File: config.mk
export PLATFORM = sky130hd
export DESIGN_NAME = ssq_top
export DESIGN_NICKNAME = d
export VERILOG_FILES = /design/src/inc/ssq_pkg.sv /design/src/hw/ssq_top.sv
export VERILOG_INCLUDE_DIRS = /design/src /design/src/inc
export SDC_FILE = /design/constraint.sdc
export NUM_CORES = 1
export LEC_CHECK = 0
export ABC_CLOCK_PERIOD_IN_PS = 5000
export BUFFER_PORTS_ARGS = -buffer_cell sky130_fd_sc_hd__buf_2
export CORE_UTILIZATION = 58
export CTS_CLUSTER_DIAMETER = 150
export DETAILED_ROUTE_END_ITERATION = 10
export GPL_TIMING_DRIVEN = 0
export PLACE_DENSITY = 0.82
export SLEW_MARGIN = 15
export SYNTH_ARGS = -nofsm -noshare
export SYNTH_HDL_FRONTEND = slang
export SYNTH_SLANG_ARGS = --single-unit
File: constraint.sdc
create_clock -name aclk -period 5 [get_ports aclk]
set_input_delay 1 -clock aclk [delete_from_list [all_inputs] [get_ports aclk]]
set_output_delay 1 -clock aclk [all_outputs]
set_load 0.01 [all_outputs]
File: src/inc/ssq_cfg.svh
`ifndef SSQ_CFG_SVH
`define SSQ_CFG_SVH
// Register indices; byte address is four times the index
`define SSQ_IDX_TIMEOUT 8'h05
`define SSQ_IDX_STEP 8'h06
`define SSQ_IDX_CLKF 8'h09
`define SSQ_IDX_CMD 8'h10
`define SSQ_IDX_CMDLEN 8'h11
// Field positions
`define SSQ_CMD_SRST 7
`define SSQ_STEP_SOF 3
// Reset values
`define SSQ_RST_CLKF 3'h2
`define SSQ_RST_CMDLEN 4'h6
// Interrupt cause codes
`define SSQ_CAUSE_DISC 8'h20
`define SSQ_CAUSE_DONE 8'h18
// Step codes
`define SSQ_STEP_SEL 3'h0
`define SSQ_STEP_MSG 3'h2
`define SSQ_STEP_CMD 3'h3
`define SSQ_STEP_FULL 3'h4
// Bus phases seen as msg/cd/io
`define SSQ_PH_MSGOUT 3'h6
`define SSQ_PH_CMD 3'h2
// Message bytes of the three-byte selection
`define SSQ_MSG3 2'h3
// Timing: prescale unit and standard wait
`define SSQ_PRESCALE 8192
`define SSQ_STD_WAIT_MS 250
// AXI responses
`define SSQ_OKAY 2'h0
`define SSQ_SLVERR 2'h2
`endif

File: src/inc/ssq_pkg.sv
package ssq_pkg;
  // Selection kinds
  typedef enum logic [1:0] {
    SSQ_NOATN, SSQ_ATN, SSQ_SELECT_THREE_MSG_BYTES, SSQ_ATNSTOP
  } ssq_kind_t;
  // Sequencer states
  typedef enum logic [2:0] {
    SSQ_IDLE, SSQ_ARB, SSQ_SEL, SSQ_MSG_WAIT, SSQ_MSG_XFER,
    SSQ_CMD_WAIT, SSQ_CMD_XFER
  } ssq_state_t;
endpackage

File: src/hw/ssq_top.sv
// Register access over AXI4-Lite was decided locally.
`timescale 1ns/1ps
`include "ssq_cfg.svh"
module ssq_top
  import ssq_pkg::*;
#(
  parameter int PRESCALE_UNIT = `SSQ_PRESCALE,
  parameter int OFFSET_MAX = 15
)(
  input wire logic aclk, // 200 MHz clock
  input wire logic aresetn, // Synchronous reset, active low
  input wire logic [7:0] s_axi_awaddr, // Write address
  input wire logic s_axi_awvalid, // Write address valid
  output logic s_axi_awready, // Write address ready
  input wire logic [31:0] s_axi_wdata, // Write data
  input wire logic [3:0] s_axi_wstrb, // Byte strobes
  input wire logic s_axi_wvalid, // Write data valid
  output logic s_axi_wready, // Write data ready
  output logic [1:0] s_axi_bresp, // Write response
  output logic s_axi_bvalid, // Write response valid
  input wire logic s_axi_bready, // Write response ready
  input wire logic [7:0] s_axi_araddr, // Read address
  input wire logic s_axi_arvalid, // Read address valid
  output logic s_axi_arready, // Read address ready
  output logic [31:0] s_axi_rdata, // Read data
  output logic [1:0] s_axi_rresp, // Read response
  output logic s_axi_rvalid, // Read data valid
  input wire logic s_axi_rready, // Read data ready
  input wire logic arb_won, // Arbitration won
  input wire logic target_bsy, // Target answered selection
  input wire logic target_req, // Target request with phase
  input wire logic [2:0] bus_phase, // Msg, cd, io
  input wire logic byte_done, // One byte moved, pulse
  input wire logic [3:0] sync_offset_count, // Offset in use
  output logic arb_req, // Arbitrate for the bus
  output logic sel_out, // Drive selection
  output logic atn_out, // Drive attention
  output logic xfer_req, // Move a byte
  output logic int_out // Interrupt pending
);

  // ---------------------------------------------
  // Bus slave
  // ---------------------------------------------
  logic aw_got, w_got, aw_hit, w_hit, ar_hit, do_wr;
  logic next_bvalid, next_rvalid;
  logic [7:0] aw_q, wd_q, wa, wd;
  logic [5:0] w_idx, r_idx;
  logic w_ok, r_ok;

  assign aw_hit = s_axi_awvalid && s_axi_awready;
  assign w_hit = s_axi_wvalid && s_axi_wready;
  assign ar_hit = s_axi_arvalid && s_axi_arready;
  assign do_wr = (aw_got || aw_hit) && (w_got || w_hit);
  assign wa = aw_hit ? s_axi_awaddr : aw_q;
  assign wd = w_hit ? s_axi_wdata[7:0] : wd_q;
  assign w_idx = wa[7:2];
  assign r_idx = s_axi_araddr[7:2];
  assign next_bvalid = do_wr || (s_axi_bvalid && !s_axi_bready);
  assign next_rvalid = ar_hit || (s_axi_rvalid && !s_axi_rready);
  // Timeout shares its index with the cause register
  assign w_ok = w_idx == 6'(`SSQ_IDX_TIMEOUT)
    || w_idx == 6'(`SSQ_IDX_CLKF) || w_idx == 6'(`SSQ_IDX_CMD)
    || w_idx == 6'(`SSQ_IDX_CMDLEN);
  assign r_ok = r_idx == 6'(`SSQ_IDX_TIMEOUT)
    || r_idx == 6'(`SSQ_IDX_STEP) || r_idx == 6'(`SSQ_IDX_CLKF)
    || r_idx == 6'(`SSQ_IDX_CMD) || r_idx == 6'(`SSQ_IDX_CMDLEN);

  // Address and data may come in either order
  always_ff @(posedge aclk)
  begin
    if (!aresetn)
    begin
      aw_got <= 1'b0;
      w_got <= 1'b0;
      aw_q <= 8'h00;
      wd_q <= 8'h00;
    end
    else
    begin
      aw_got <= (aw_got || aw_hit) && !do_wr;
      w_got <= (w_got || w_hit) && !do_wr;
      if (aw_hit)
        aw_q <= s_axi_awaddr;
      if (w_hit)
        wd_q <= s_axi_wdata[7:0];
    end
  end

  // Ready held low while a response waits, one write at a time
  always_ff @(posedge aclk)
  begin
    if (!aresetn)
    begin
      s_axi_awready <= 1'b0;
      s_axi_wready <= 1'b0;
      s_axi_bvalid <= 1'b0;
      s_axi_bresp <= `SSQ_OKAY;
    end
    else
    begin
      s_axi_awready <= !((aw_got || aw_hit) && !do_wr) && !next_bvalid;
      s_axi_wready <= !((w_got || w_hit) && !do_wr) && !next_bvalid;
      s_axi_bvalid <= next_bvalid;
      if (do_wr)
        s_axi_bresp <= w_ok ? `SSQ_OKAY : `SSQ_SLVERR;
    end
  end

  // ---------------------------------------------
  // Software registers
  // ---------------------------------------------
  logic [7:0] timeout_value;
  logic [2:0] clock_factor;
  logic [3:0] cmd_len;
  logic start, soft_rst, wr_en;
  ssq_kind_t kind;

  assign wr_en = do_wr && s_axi_wstrb[0];

  // Timeout survives soft reset, cleared by hardware reset
  always_ff @(posedge aclk)
  begin
    if (!aresetn)
    begin
      timeout_value <= 8'h00;
      clock_factor <= `SSQ_RST_CLKF;
      cmd_len <= `SSQ_RST_CMDLEN;
    end
    else if (wr_en)
    begin
      if (w_idx == 6'(`SSQ_IDX_TIMEOUT))
        timeout_value <= wd;
      if (w_idx == 6'(`SSQ_IDX_CLKF))
        clock_factor <= wd[2:0];
      if (w_idx == 6'(`SSQ_IDX_CMDLEN))
        cmd_len <= wd[3:0];
    end
  end

  // Command writes start a sequence or soft reset
  always_ff @(posedge aclk)
  begin
    if (!aresetn)
    begin
      start <= 1'b0;
      soft_rst <= 1'b0;
      kind <= SSQ_NOATN;
    end
    else
    begin
      start <= 1'b0;
      soft_rst <= 1'b0;
      if (wr_en && w_idx == 6'(`SSQ_IDX_CMD))
      begin
        soft_rst <= wd[`SSQ_CMD_SRST];
        start <= !wd[`SSQ_CMD_SRST];
        kind <= ssq_kind_t'(wd[1:0]);
      end
    end
  end

  // ---------------------------------------------
  // Selection timer
  // ---------------------------------------------
  logic [15:0] pre_cnt, pre_lim;
  logic [7:0] tmo_cnt;
  logic tick, sel_timeout;
  ssq_state_t state;

  // A zero factor would stop the timer, so treat it as one
  assign pre_lim = 16'(PRESCALE_UNIT) *
    ((clock_factor == 3'h0) ? 16'h0001 : 16'(clock_factor));
  assign tick = state == SSQ_SEL && pre_cnt == pre_lim - 16'h0001;
  assign sel_timeout = tick && tmo_cnt <= 8'h01;

  // Prescaler and down-counter restart at each selection
  always_ff @(posedge aclk)
  begin
    if (!aresetn)
    begin
      pre_cnt <= 16'h0000;
      tmo_cnt <= 8'h00;
    end
    else if (state != SSQ_SEL)
    begin
      pre_cnt <= 16'h0000;
      tmo_cnt <= timeout_value;
    end
    else
    begin
      pre_cnt <= tick ? 16'h0000 : pre_cnt + 16'h0001;
      if (tick)
        tmo_cnt <= tmo_cnt - 8'h01;
    end
  end

  // ---------------------------------------------
  // Selection sequencer
  // ---------------------------------------------
  logic [2:0] step_code;
  logic [7:0] interrupt_cause;
  logic [1:0] msg_cnt;
  logic [3:0] cmd_cnt;
  logic cause_rd, sof_n;

  assign cause_rd = ar_hit && r_idx == 6'(`SSQ_IDX_TIMEOUT);
  assign sof_n = 32'(sync_offset_count) != OFFSET_MAX;

  // Reads clear first so a same-cycle event still sets
  always_ff @(posedge aclk)
  begin
    if (!aresetn || soft_rst)
    begin
      state <= SSQ_IDLE;
      step_code <= 3'h0;
      interrupt_cause <= 8'h00;
      int_out <= 1'b0;
      arb_req <= 1'b0;
      sel_out <= 1'b0;
      atn_out <= 1'b0;
      xfer_req <= 1'b0;
      msg_cnt <= 2'h0;
      cmd_cnt <= 4'h0;
    end
    else
    begin
      if (cause_rd && int_out)
      begin
        step_code <= 3'h0;
        interrupt_cause <= 8'h00;
      end
      if (cause_rd)
        int_out <= 1'b0;
      unique case (state)
        SSQ_IDLE:
          if (start)
          begin
            state <= SSQ_ARB;
            arb_req <= 1'b1;
            msg_cnt <= 2'h0;
            cmd_cnt <= 4'h0;
            atn_out <= 1'b0;
          end
        SSQ_ARB:
          if (arb_won)
          begin
            state <= SSQ_SEL;
            arb_req <= 1'b0;
            sel_out <= 1'b1;
            atn_out <= kind != SSQ_NOATN;
          end
        SSQ_SEL:
          if (target_bsy)
          begin
            sel_out <= 1'b0;
            if (kind == SSQ_NOATN)
            begin
              state <= SSQ_CMD_WAIT;
              step_code <= `SSQ_STEP_MSG;
            end
            else
            begin
              state <= SSQ_MSG_WAIT;
              step_code <= `SSQ_STEP_SEL;
            end
          end
          else if (sel_timeout)
          begin
            state <= SSQ_IDLE;
            sel_out <= 1'b0;
            atn_out <= 1'b0;
            step_code <= `SSQ_STEP_SEL;
            interrupt_cause <= `SSQ_CAUSE_DISC;
            int_out <= 1'b1;
          end
        SSQ_MSG_WAIT:
          if (target_req)
          begin
            if (bus_phase == `SSQ_PH_MSGOUT)
            begin
              state <= SSQ_MSG_XFER;
              xfer_req <= 1'b1;
            end
            else
            begin
              // Attention stays driven on this halt
              state <= SSQ_IDLE;
              step_code <= (msg_cnt == 2'h0) ?
                `SSQ_STEP_SEL : `SSQ_STEP_MSG;
              interrupt_cause <= `SSQ_CAUSE_DONE;
              int_out <= 1'b1;
            end
          end
        SSQ_MSG_XFER:
          if (byte_done)
          begin
            xfer_req <= 1'b0;
            msg_cnt <= msg_cnt + 2'h1;
            if (kind == SSQ_ATNSTOP)
            begin
              state <= SSQ_IDLE;
              step_code <= `SSQ_STEP_MSG;
              interrupt_cause <= `SSQ_CAUSE_DONE;
              int_out <= 1'b1;
            end
            else if (kind == SSQ_ATN
              || msg_cnt + 2'h1 == `SSQ_MSG3)
            begin
              state <= SSQ_CMD_WAIT;
              atn_out <= 1'b0;
              step_code <= `SSQ_STEP_MSG;
            end
            else
              state <= SSQ_MSG_WAIT;
          end
          else if (target_req && bus_phase != `SSQ_PH_MSGOUT)
          begin
            state <= SSQ_IDLE;
            xfer_req <= 1'b0;
            step_code <= `SSQ_STEP_MSG;
            interrupt_cause <= `SSQ_CAUSE_DONE;
            int_out <= 1'b1;
          end
        SSQ_CMD_WAIT:
          if (target_req)
          begin
            if (bus_phase == `SSQ_PH_CMD)
            begin
              state <= SSQ_CMD_XFER;
              xfer_req <= 1'b1;
              step_code <= `SSQ_STEP_CMD;
            end
            else
            begin
              state <= SSQ_IDLE;
              step_code <= `SSQ_STEP_MSG;
              interrupt_cause <= `SSQ_CAUSE_DONE;
              int_out <= 1'b1;
            end
          end
        SSQ_CMD_XFER:
          if (byte_done)
          begin
            cmd_cnt <= cmd_cnt + 4'h1;
            if (cmd_cnt + 4'h1 == cmd_len)
            begin
              state <= SSQ_IDLE;
              xfer_req <= 1'b0;
              step_code <= `SSQ_STEP_FULL;
              interrupt_cause <= `SSQ_CAUSE_DONE;
              int_out <= 1'b1;
            end
          end
          else if (target_req && bus_phase != `SSQ_PH_CMD)
          begin
            // Unsent command bytes are left to software
            state <= SSQ_IDLE;
            xfer_req <= 1'b0;
            step_code <= `SSQ_STEP_CMD;
            interrupt_cause <= `SSQ_CAUSE_DONE;
            int_out <= 1'b1;
          end
      endcase
    end
  end

  // ---------------------------------------------
  // Read port
  // ---------------------------------------------
  // Read data and answer one cycle after the address
  always_ff @(posedge aclk)
  begin
    if (!aresetn)
    begin
      s_axi_arready <= 1'b0;
      s_axi_rvalid <= 1'b0;
      s_axi_rdata <= 32'h0000_0000;
      s_axi_rresp <= `SSQ_OKAY;
    end
    else
    begin
      s_axi_arready <= !next_rvalid;
      s_axi_rvalid <= next_rvalid;
      if (ar_hit)
      begin
        s_axi_rresp <= r_ok ? `SSQ_OKAY : `SSQ_SLVERR;
        s_axi_rdata <= 32'h0000_0000;
        if (r_idx == 6'(`SSQ_IDX_TIMEOUT))
          s_axi_rdata[7:0] <= interrupt_cause;
        if (r_idx == 6'(`SSQ_IDX_STEP))
          s_axi_rdata[3:0] <= {sof_n, step_code};
        if (r_idx == 6'(`SSQ_IDX_CLKF))
          s_axi_rdata[2:0] <= clock_factor;
        if (r_idx == 6'(`SSQ_IDX_CMD))
          s_axi_rdata[3:0] <= {state != SSQ_IDLE, atn_out, kind};
        if (r_idx == 6'(`SSQ_IDX_CMDLEN))
          s_axi_rdata[3:0] <= cmd_len;
      end
    end
  end

  // ---------------------------------------------
  // Checks
  // ---------------------------------------------
  chk_timeout_ends: assert property (
    @(posedge aclk) disable iff (!aresetn)
    state == SSQ_SEL && sel_timeout && !target_bsy |=>
      state == SSQ_IDLE && step_code == 3'h0
      && interrupt_cause == 8'h20 && !sel_out)
    else $error("timeout did not disconnect");
  chk_tmo_reload: assert property (
    @(posedge aclk) disable iff (!aresetn)
    state == SSQ_ARB && arb_won |=> tmo_cnt == $past(timeout_value))
    else $error("timer not loaded");
  chk_cause_clears: assert property (
    @(posedge aclk) disable iff (!aresetn)
    cause_rd && int_out && state == SSQ_IDLE && !soft_rst
      |=> step_code == 3'h0 && !int_out)
    else $error("cause read did not clear");
  chk_full_done: assert property (
    @(posedge aclk) disable iff (!aresetn)
    state == SSQ_CMD_XFER && byte_done && cmd_cnt + 4'h1 == cmd_len
      |=> step_code == 3'h4 && interrupt_cause == 8'h18 && int_out)
    else $error("full completion code wrong");
  chk_cmd_halt: assert property (
    @(posedge aclk) disable iff (!aresetn)
    state == SSQ_CMD_XFER && !byte_done && target_req
      && bus_phase != 3'h2 |=> step_code == 3'h3 && !xfer_req)
    else $error("command halt code wrong");
  chk_no_cmd: assert property (
    @(posedge aclk) disable iff (!aresetn)
    state == SSQ_CMD_WAIT && target_req && bus_phase != 3'h2
      |=> step_code == 3'h2 && state == SSQ_IDLE)
    else $error("missing command phase code wrong");
  chk_no_msgout: assert property (
    @(posedge aclk) disable iff (!aresetn)
    state == SSQ_MSG_WAIT && msg_cnt == 2'h0 && target_req
      && bus_phase != 3'h6 |=> step_code == 3'h0 && atn_out)
    else $error("attention dropped on halt");
  chk_atn_release: assert property (
    @(posedge aclk) disable iff (!aresetn)
    state == SSQ_MSG_XFER && byte_done && kind == SSQ_ATN
      |=> !atn_out ##0 state == SSQ_CMD_WAIT)
    else $error("attention not released");
  chk_stop_keeps: assert property (
    @(posedge aclk) disable iff (!aresetn)
    state == SSQ_MSG_XFER && byte_done && kind == SSQ_ATNSTOP
      |=> atn_out && int_out && state == SSQ_IDLE)
    else $error("stop form lost attention");
  chk_sof_flag: assert property (
    @(posedge aclk) disable iff (!aresetn)
    ar_hit && r_idx == 6'h06 |=> s_axi_rdata[3]
      == ($past(sync_offset_count) != 4'hf) && s_axi_rdata[7:4] == 4'h0)
    else $error("offset flag wrong");

endmodule

; Yosys cells after proc, flatten, opt, wreduce, memory -nomap -nowiden
; Index checks and enable logic that the tools add are counted.
[classes]
add_sub_neg = 5
magnitude_cmp = 1
eq_ne = 42
n_mux = 104
bitwise_logic = 1
reduce_logical = 65
[op_table]
columns = op, n
row1 = two-way mux 8 bit, 18
row2 = two-way mux 3 bit, 31
row3 = one-hot mux 8 bit (5 select lines), 1
row4 = two-way mux 1 bit, 34
row5 = == test 6 x 5 -> 1 bit (second input constant), 4
row6 = != test 2 bit (second input constant), 12
row7 = AND reduction 8 bit, 3
row8 = one-hot mux 3 bit (7 select lines), 1
row9 = two-way mux 4 bit, 5
row10 = == test 6 x 3 -> 1 bit (second input constant), 3
row11 = logical AND 1 bit, 18
row12 = adder 16 x 1 -> 16 bit (second input constant), 1
row13 = == test 16 bit, 1
row14 = subtractor 16 x 1 -> 16 bit (second input constant), 1
row15 = != test 3 bit (second input constant), 5
row16 = one-hot mux 3 bit (5 select lines), 1
row17 = logical OR 1 bit, 13
row18 = == test 3 bit (second input constant), 4
row19 = == test 6 x 4 -> 1 bit (second input constant), 2
row20 = two-way mux 2 bit, 6
row21 = AND reduction 3 bit, 4
row22 = nonzero test 2 bit, 6
row23 = == test 3 x 2 -> 1 bit (second input constant), 3
row24 = logical NOT 1 bit, 9
row25 = 22 further kinds, 32
[word_totals]
regBits = 103
out_inout_bits = 46

; Logic depth before layout (Yosys ltp)
[depth]
word_depth = 9
ltp_mapped = 11
depth_no_buf = 9

; Worst setup path before layout
; No wires, ideal clock.
[synth_path]
path_kind = input to register
from = in bus_phase[2]
to = reg interrupt_cause[0]
setup_time_ps = 61
t_arrival_ps = 2709
required_ps = 4939
setup_slack_ps = 2230
stages = 7
n_path_buf = 1
path_cell_list = or3b_2 clkbuf_1 nand3_1 a21oi_1 a311o_1 o31ai_1 and3_1
[synth_via]
elab_chain_cells = 5
elab_cells_between_ends = 15
classes_between = eq/ne: 4 / mux: 9 / reduce/logical: 2
[synth_lines]
columns = element, line_no
row1 = "start, declared", ssq_top.sv:32  ; input wire logic [2:0] bus_phase,
row2 = != test 3 x 2 -> 1 bit (no source line) / != test 3 bit (equally long branches), -
row3 = logical AND 1 bit (no source line), -
row4 = two-way mux 8 bit (on tied branches), "ssq_top.sv:355, ssq_top.sv:317"
row5 = two-way mux 8 bit (on tied branches), "ssq_top.sv:343, ssq_top.sv:296"
row6 = one-hot mux 8 bit (5 select lines) (*), ssq_top.sv:235  ; unique case (state)
row7 = "end signal, assigned", ssq_top.sv:338  ; interrupt_cause <= `SSQ_CAUSE_DONE;
row8 = "end signal, assigned", ssq_top.sv:351  ; interrupt_cause <= `SSQ_CAUSE_DONE;
row9 = "end signal, assigned", ssq_top.sv:361  ; interrupt_cause <= `SSQ_CAUSE_DONE;
row10 = "end, declared", ssq_top.sv:202  ; logic [7:0] interrupt_cause;
; Mark *: on every way between the ends. The rest lies on a longest branch, timed or not.
; A chain may end at the register's enable or synchronous reset.

; Worst setup path after layout
[layout_path]
from = reg clock_factor[1]
to = reg interrupt_cause[2]
[layout_via]
elab_chain_cells = 9
[layout_lines]
columns = element, line_no
row1 = "start, declared", ssq_top.sv:114  ; logic [2:0] clock_factor;
row2 = "start signal, assigned", ssq_top.sv:127  ; clock_factor <= `SSQ_RST_CLKF;
row3 = "start signal, assigned", ssq_top.sv:135  ; clock_factor <= wd[2:0];
row4 = logical NOT 3 bit, ssq_top.sv:173  ; ((clock_factor == 3'h0) ? 16'h0001 : 16'(clock_factor));
row5 = two-way mux 3 bit (*), ssq_top.sv:173
row6 = subtractor 16 x 1 -> 16 bit (*), ssq_top.sv:174  ; assign tick = state == SSQ_SEL && pre_cnt == pre_lim - 16'h0001;
row7 = == test 16 bit (*), ssq_top.sv:174
row8 = logical AND 1 bit (*), ssq_top.sv:174
row9 = logical AND 1 bit (*), ssq_top.sv:175  ; assign sel_timeout = tick && tmo_cnt <= 8'h01;
row10 = two-way mux 8 bit (*), ssq_top.sv:268  ; else if (sel_timeout)
row11 = two-way mux 8 bit (*), ssq_top.sv:254  ; if (target_bsy)
row12 = one-hot mux 8 bit (5 select lines) (*), ssq_top.sv:235
row13 = "end signal, assigned", ssq_top.sv:274  ; interrupt_cause <= `SSQ_CAUSE_DISC;
row14 = "end signal, assigned", ssq_top.sv:291  ; interrupt_cause <= `SSQ_CAUSE_DONE;
row15 = "end signal, assigned", ssq_top.sv:304  ; interrupt_cause <= `SSQ_CAUSE_DONE;
; Marks and branches as above.

==> impl_metrics.json <==
{
  "drive_gt1_share_pct": 17.0,
  "maxCapViolCount": 0,
  "layoutNonFillerInstCount": 811,
  "ys_warn_count": 0,
  "die_w_um": 95.1,
  "wire_per_inst_um": 14.4,
  "boundaryPins": 116,
  "synth.most_common_cell": "dfxtp_1",
  "yosysSeqAreaShare_pct": 39.4,
  "antennaDiodeCount": 0,
  "clock-sinks": 99,
  "post-dp-hpwl_um": 8940,
  "first_global_vias": 4226,
  "hold_buffers": 0,
  "post-place-ws_ps": 1820,
  "dieArea_mm2": 0.00905,
  "finalCritPeriodShare_pct": 62.1,
  "tightest_slew_ps": 1070,
  "startpoint": "clock_factor[1]$_SDFFE_PN1P_",
  "root_buffer": "clkbuf_8",
  "die_h_um": 95.1,
  "synth_cell_types": 63,
  "start_util_pct": 60.6,
  "rsz0062_at_grt": "no",
  "clock_path_buffers": 2,
  "synth.area.top_cells": "dfxtp_1 (39%), nor2_1 (5.8%), a21oi_1 (4.3%)",
  "synthFlopType": "dfxtp_1",
  "cts_resized": 0,
  "track_usage_pct": 26.9,
  "drtIter0Drc": 282,
  "power.leakage_nw": 2.33,
  "ys_seq_elements": 99,
  "grt_first_pass_wirelength_um": 19100,
  "outcome": "finished clean",
  "port_buffers": 56,
  "nNetsFinal": 778,
  "crit_fanout": 10,
  "start_kind": "flip-flop",
  "cts_setup_buffers": 0,
  "hp-class": "reg -> reg",
  "fp-row-count": 33,
  "max_slew_margin_pct": 27.7,
  "async_reset_ff_share_pct": 0,
  "seq_area_mm2": 0.00198,
  "drv_slew": 0,
  "fill_cells": 664,
  "path_class": "reg -> reg",
  "grt_max_degree": 21,
  "synth_edf_count": 0,
  "route.vias.total": 4603,
  "setup-violations-final": 0,
  "viasPerCell": 5.68,
  "h-tree-depth": 3,
  "gr-total-overflow": 0,
  "min_period_ps": 3110,
  "antenna_found_initial": 0,
  "area_delta_synth_final_pct": 14.1,
  "dpl.cell_count": 795,
  "worstSetupEndpointType": "flip-flop",
  "ant_nets": 0,
  "drtPass1Iterations": 5,
  "final_hold_viol_count": 0,
  "syn_avg_cell_area_um2": 8.26,
  "cts_buffers": 9,
  "synthTopCellsByCount": "dfxtp_1 (99), nor2_1 (78), nand2_1 (56)",
  "multi_input_area_mm2": 0.00274,
  "synthCells": 609,
  "synth_top_cell_by_area": "dfxtp_1",
  "required_ps": 5270,
  "synth_top_area_share_pct": 39.4,
  "clk_latency_ps": 370,
  "cts_tree": "built",
  "power_w": 0.00189,
  "totalWireLength_um": 11700,
  "synth_area_mm2": 0.00503,
  "worst_slack_ps": 1890,
  "core_mm2": 0.00830,
  "arrival_ps": 3380,
  "hold_slack_ps": 455,
  "max-vdd-ir-drop_mv": 0.221,
  "r2r-start": "clock_factor[1]$_SDFFE_PN1P_",
  "fmax_ghz": 0.322,
  "min_from": "s_axi_rdata[6]$_SDFFE_PN0P_",
  "p_per_area_mw_per_mm2": 330,
  "finalSetupTns_ps": 0,
  "fin_skew_ps": 15.2,
  "whs_path_depth": 2,
  "r2r_cells": 9,
  "drc": 0,
  "clk_pin_slew_ps": 110,
  "place.gp.congestion": 0.932
}
==> layout by cell type, fill, tap and decap left out, types with 6 or more instances in the layout <==
cell type | synthesis | final
nor2_1 | 78 | 78
nand3_1 | 29 | 29
dfxtp_1 | 99 | 99
a211oi_1 | 12 | 12
ha_1 | 7 | 7
xor2_1 | 16 | 16
a21oi_1 | 43 | 43
clkbuf_1 | 22 | 22
nand2b_1 | 10 | 10
nor3_1 | 13 | 13
o211ai_1 | 8 | 8
xnor2_1 | 13 | 13
mux2i_1 | 21 | 21
buf_2 | 4 | 60
o21ai_0 | 17 | 17
buf_4 | 26 | 26
inv_1 | 17 | 17
and3_1 | 12 | 12
conb_1 | 1 | 26
nor4_1 | 6 | 6
clkbuf_8 | 0 | 9
and2_1 | 11 | 11
nand2_1 | 56 | 56
nand4_1 | 7 | 7
==> final timing paths <==
kind	to	slack [ps]
worst min register to register	s_axi_rdata[6]$_SDFFE_PN0P_	460
worst max register to register	interrupt_cause[2]$_SDFF_PP0_	1890
worst max-delay path	interrupt_cause[2]$_SDFF_PP0_	1890
worst min-delay path	s_axi_rdata[6]$_SDFFE_PN0P_	460
==> metal layers <==
layer	wire length (µm)	vias up	GRT usage, %
li1	-	2279	-
met4	255	0	9.97
met1	5050	2134	33.8
met5	0	-	0
met2	5670	165	45.5
met3	730	25	5.34
==> worst max-delay path, cell delays in order, from the launching register on <==
cell and delay, ps:
dfxtp_1 410, nor2_1 120, nor2_1 50, ha_1 210, xor2_1 170, o31a_1 310, clkbuf_1 230, nor4_1 920
o31ai_1 340, and3_1 250
==> kinds of logic after synthesis <==
logic type,count (synthesis),synth area share (%)
AND/OR/NAND/NOR,255,25.5
AO/OA/AOI/OAI,117,14.9
flip-flops,99,39.4
buffers and inverters,75,8.11
XOR/XNOR,29,5.05
multiplexers,26,5.30
adder cells (fa/ha/maj),7,1.74
other,1,0.0745
==> per-stage QoR <==
step,util [%],cell area [µm²]
2_1_floorplan,-,5130
3_3_place_gp,66.7,5540
3_5_place_dp,66.7,5540
4_1_cts,69.2,5740
5_1_grt,69.2,5740
6_report,69.2,5740
==> where the power goes <==
part / leakage, nW / internal [W] / total, W / switching (W)
Combinational: 1.43 / 0.000196 / 0.000517 / 0.000321
Sequential: 0.802 / 0.000832 / 0.000866 / 0.0000339
Clock: 0.0994 / 0.000199 / 0.000510 / 0.000311
==> sequential cells by signal, summed over array words and instances, names as in the netlist, 4 cells and up <==
name and count:
s_axi_rdata 8, cmd_cnt 4, wd_q 8, timeout_value 8
tmo_cnt 8, cmd_len 4, pre_cnt 16, aw_q 6
interrupt_cause 8
==> final cells by class <==
class                           instances  share of cell area [%]
Buffer                                 57                    5.93
Clock buffer                            9                    2.16
Clock inverter                          7                    1.39
Inverter                               18                    1.18
Multi-Input combinational cell        460                    47.7
Sequential cell                        99                    34.5
Tap cell                              105                    2.29
Timing Repair Buffer                   56                    4.88
Power figures use the tool's default switching activity.
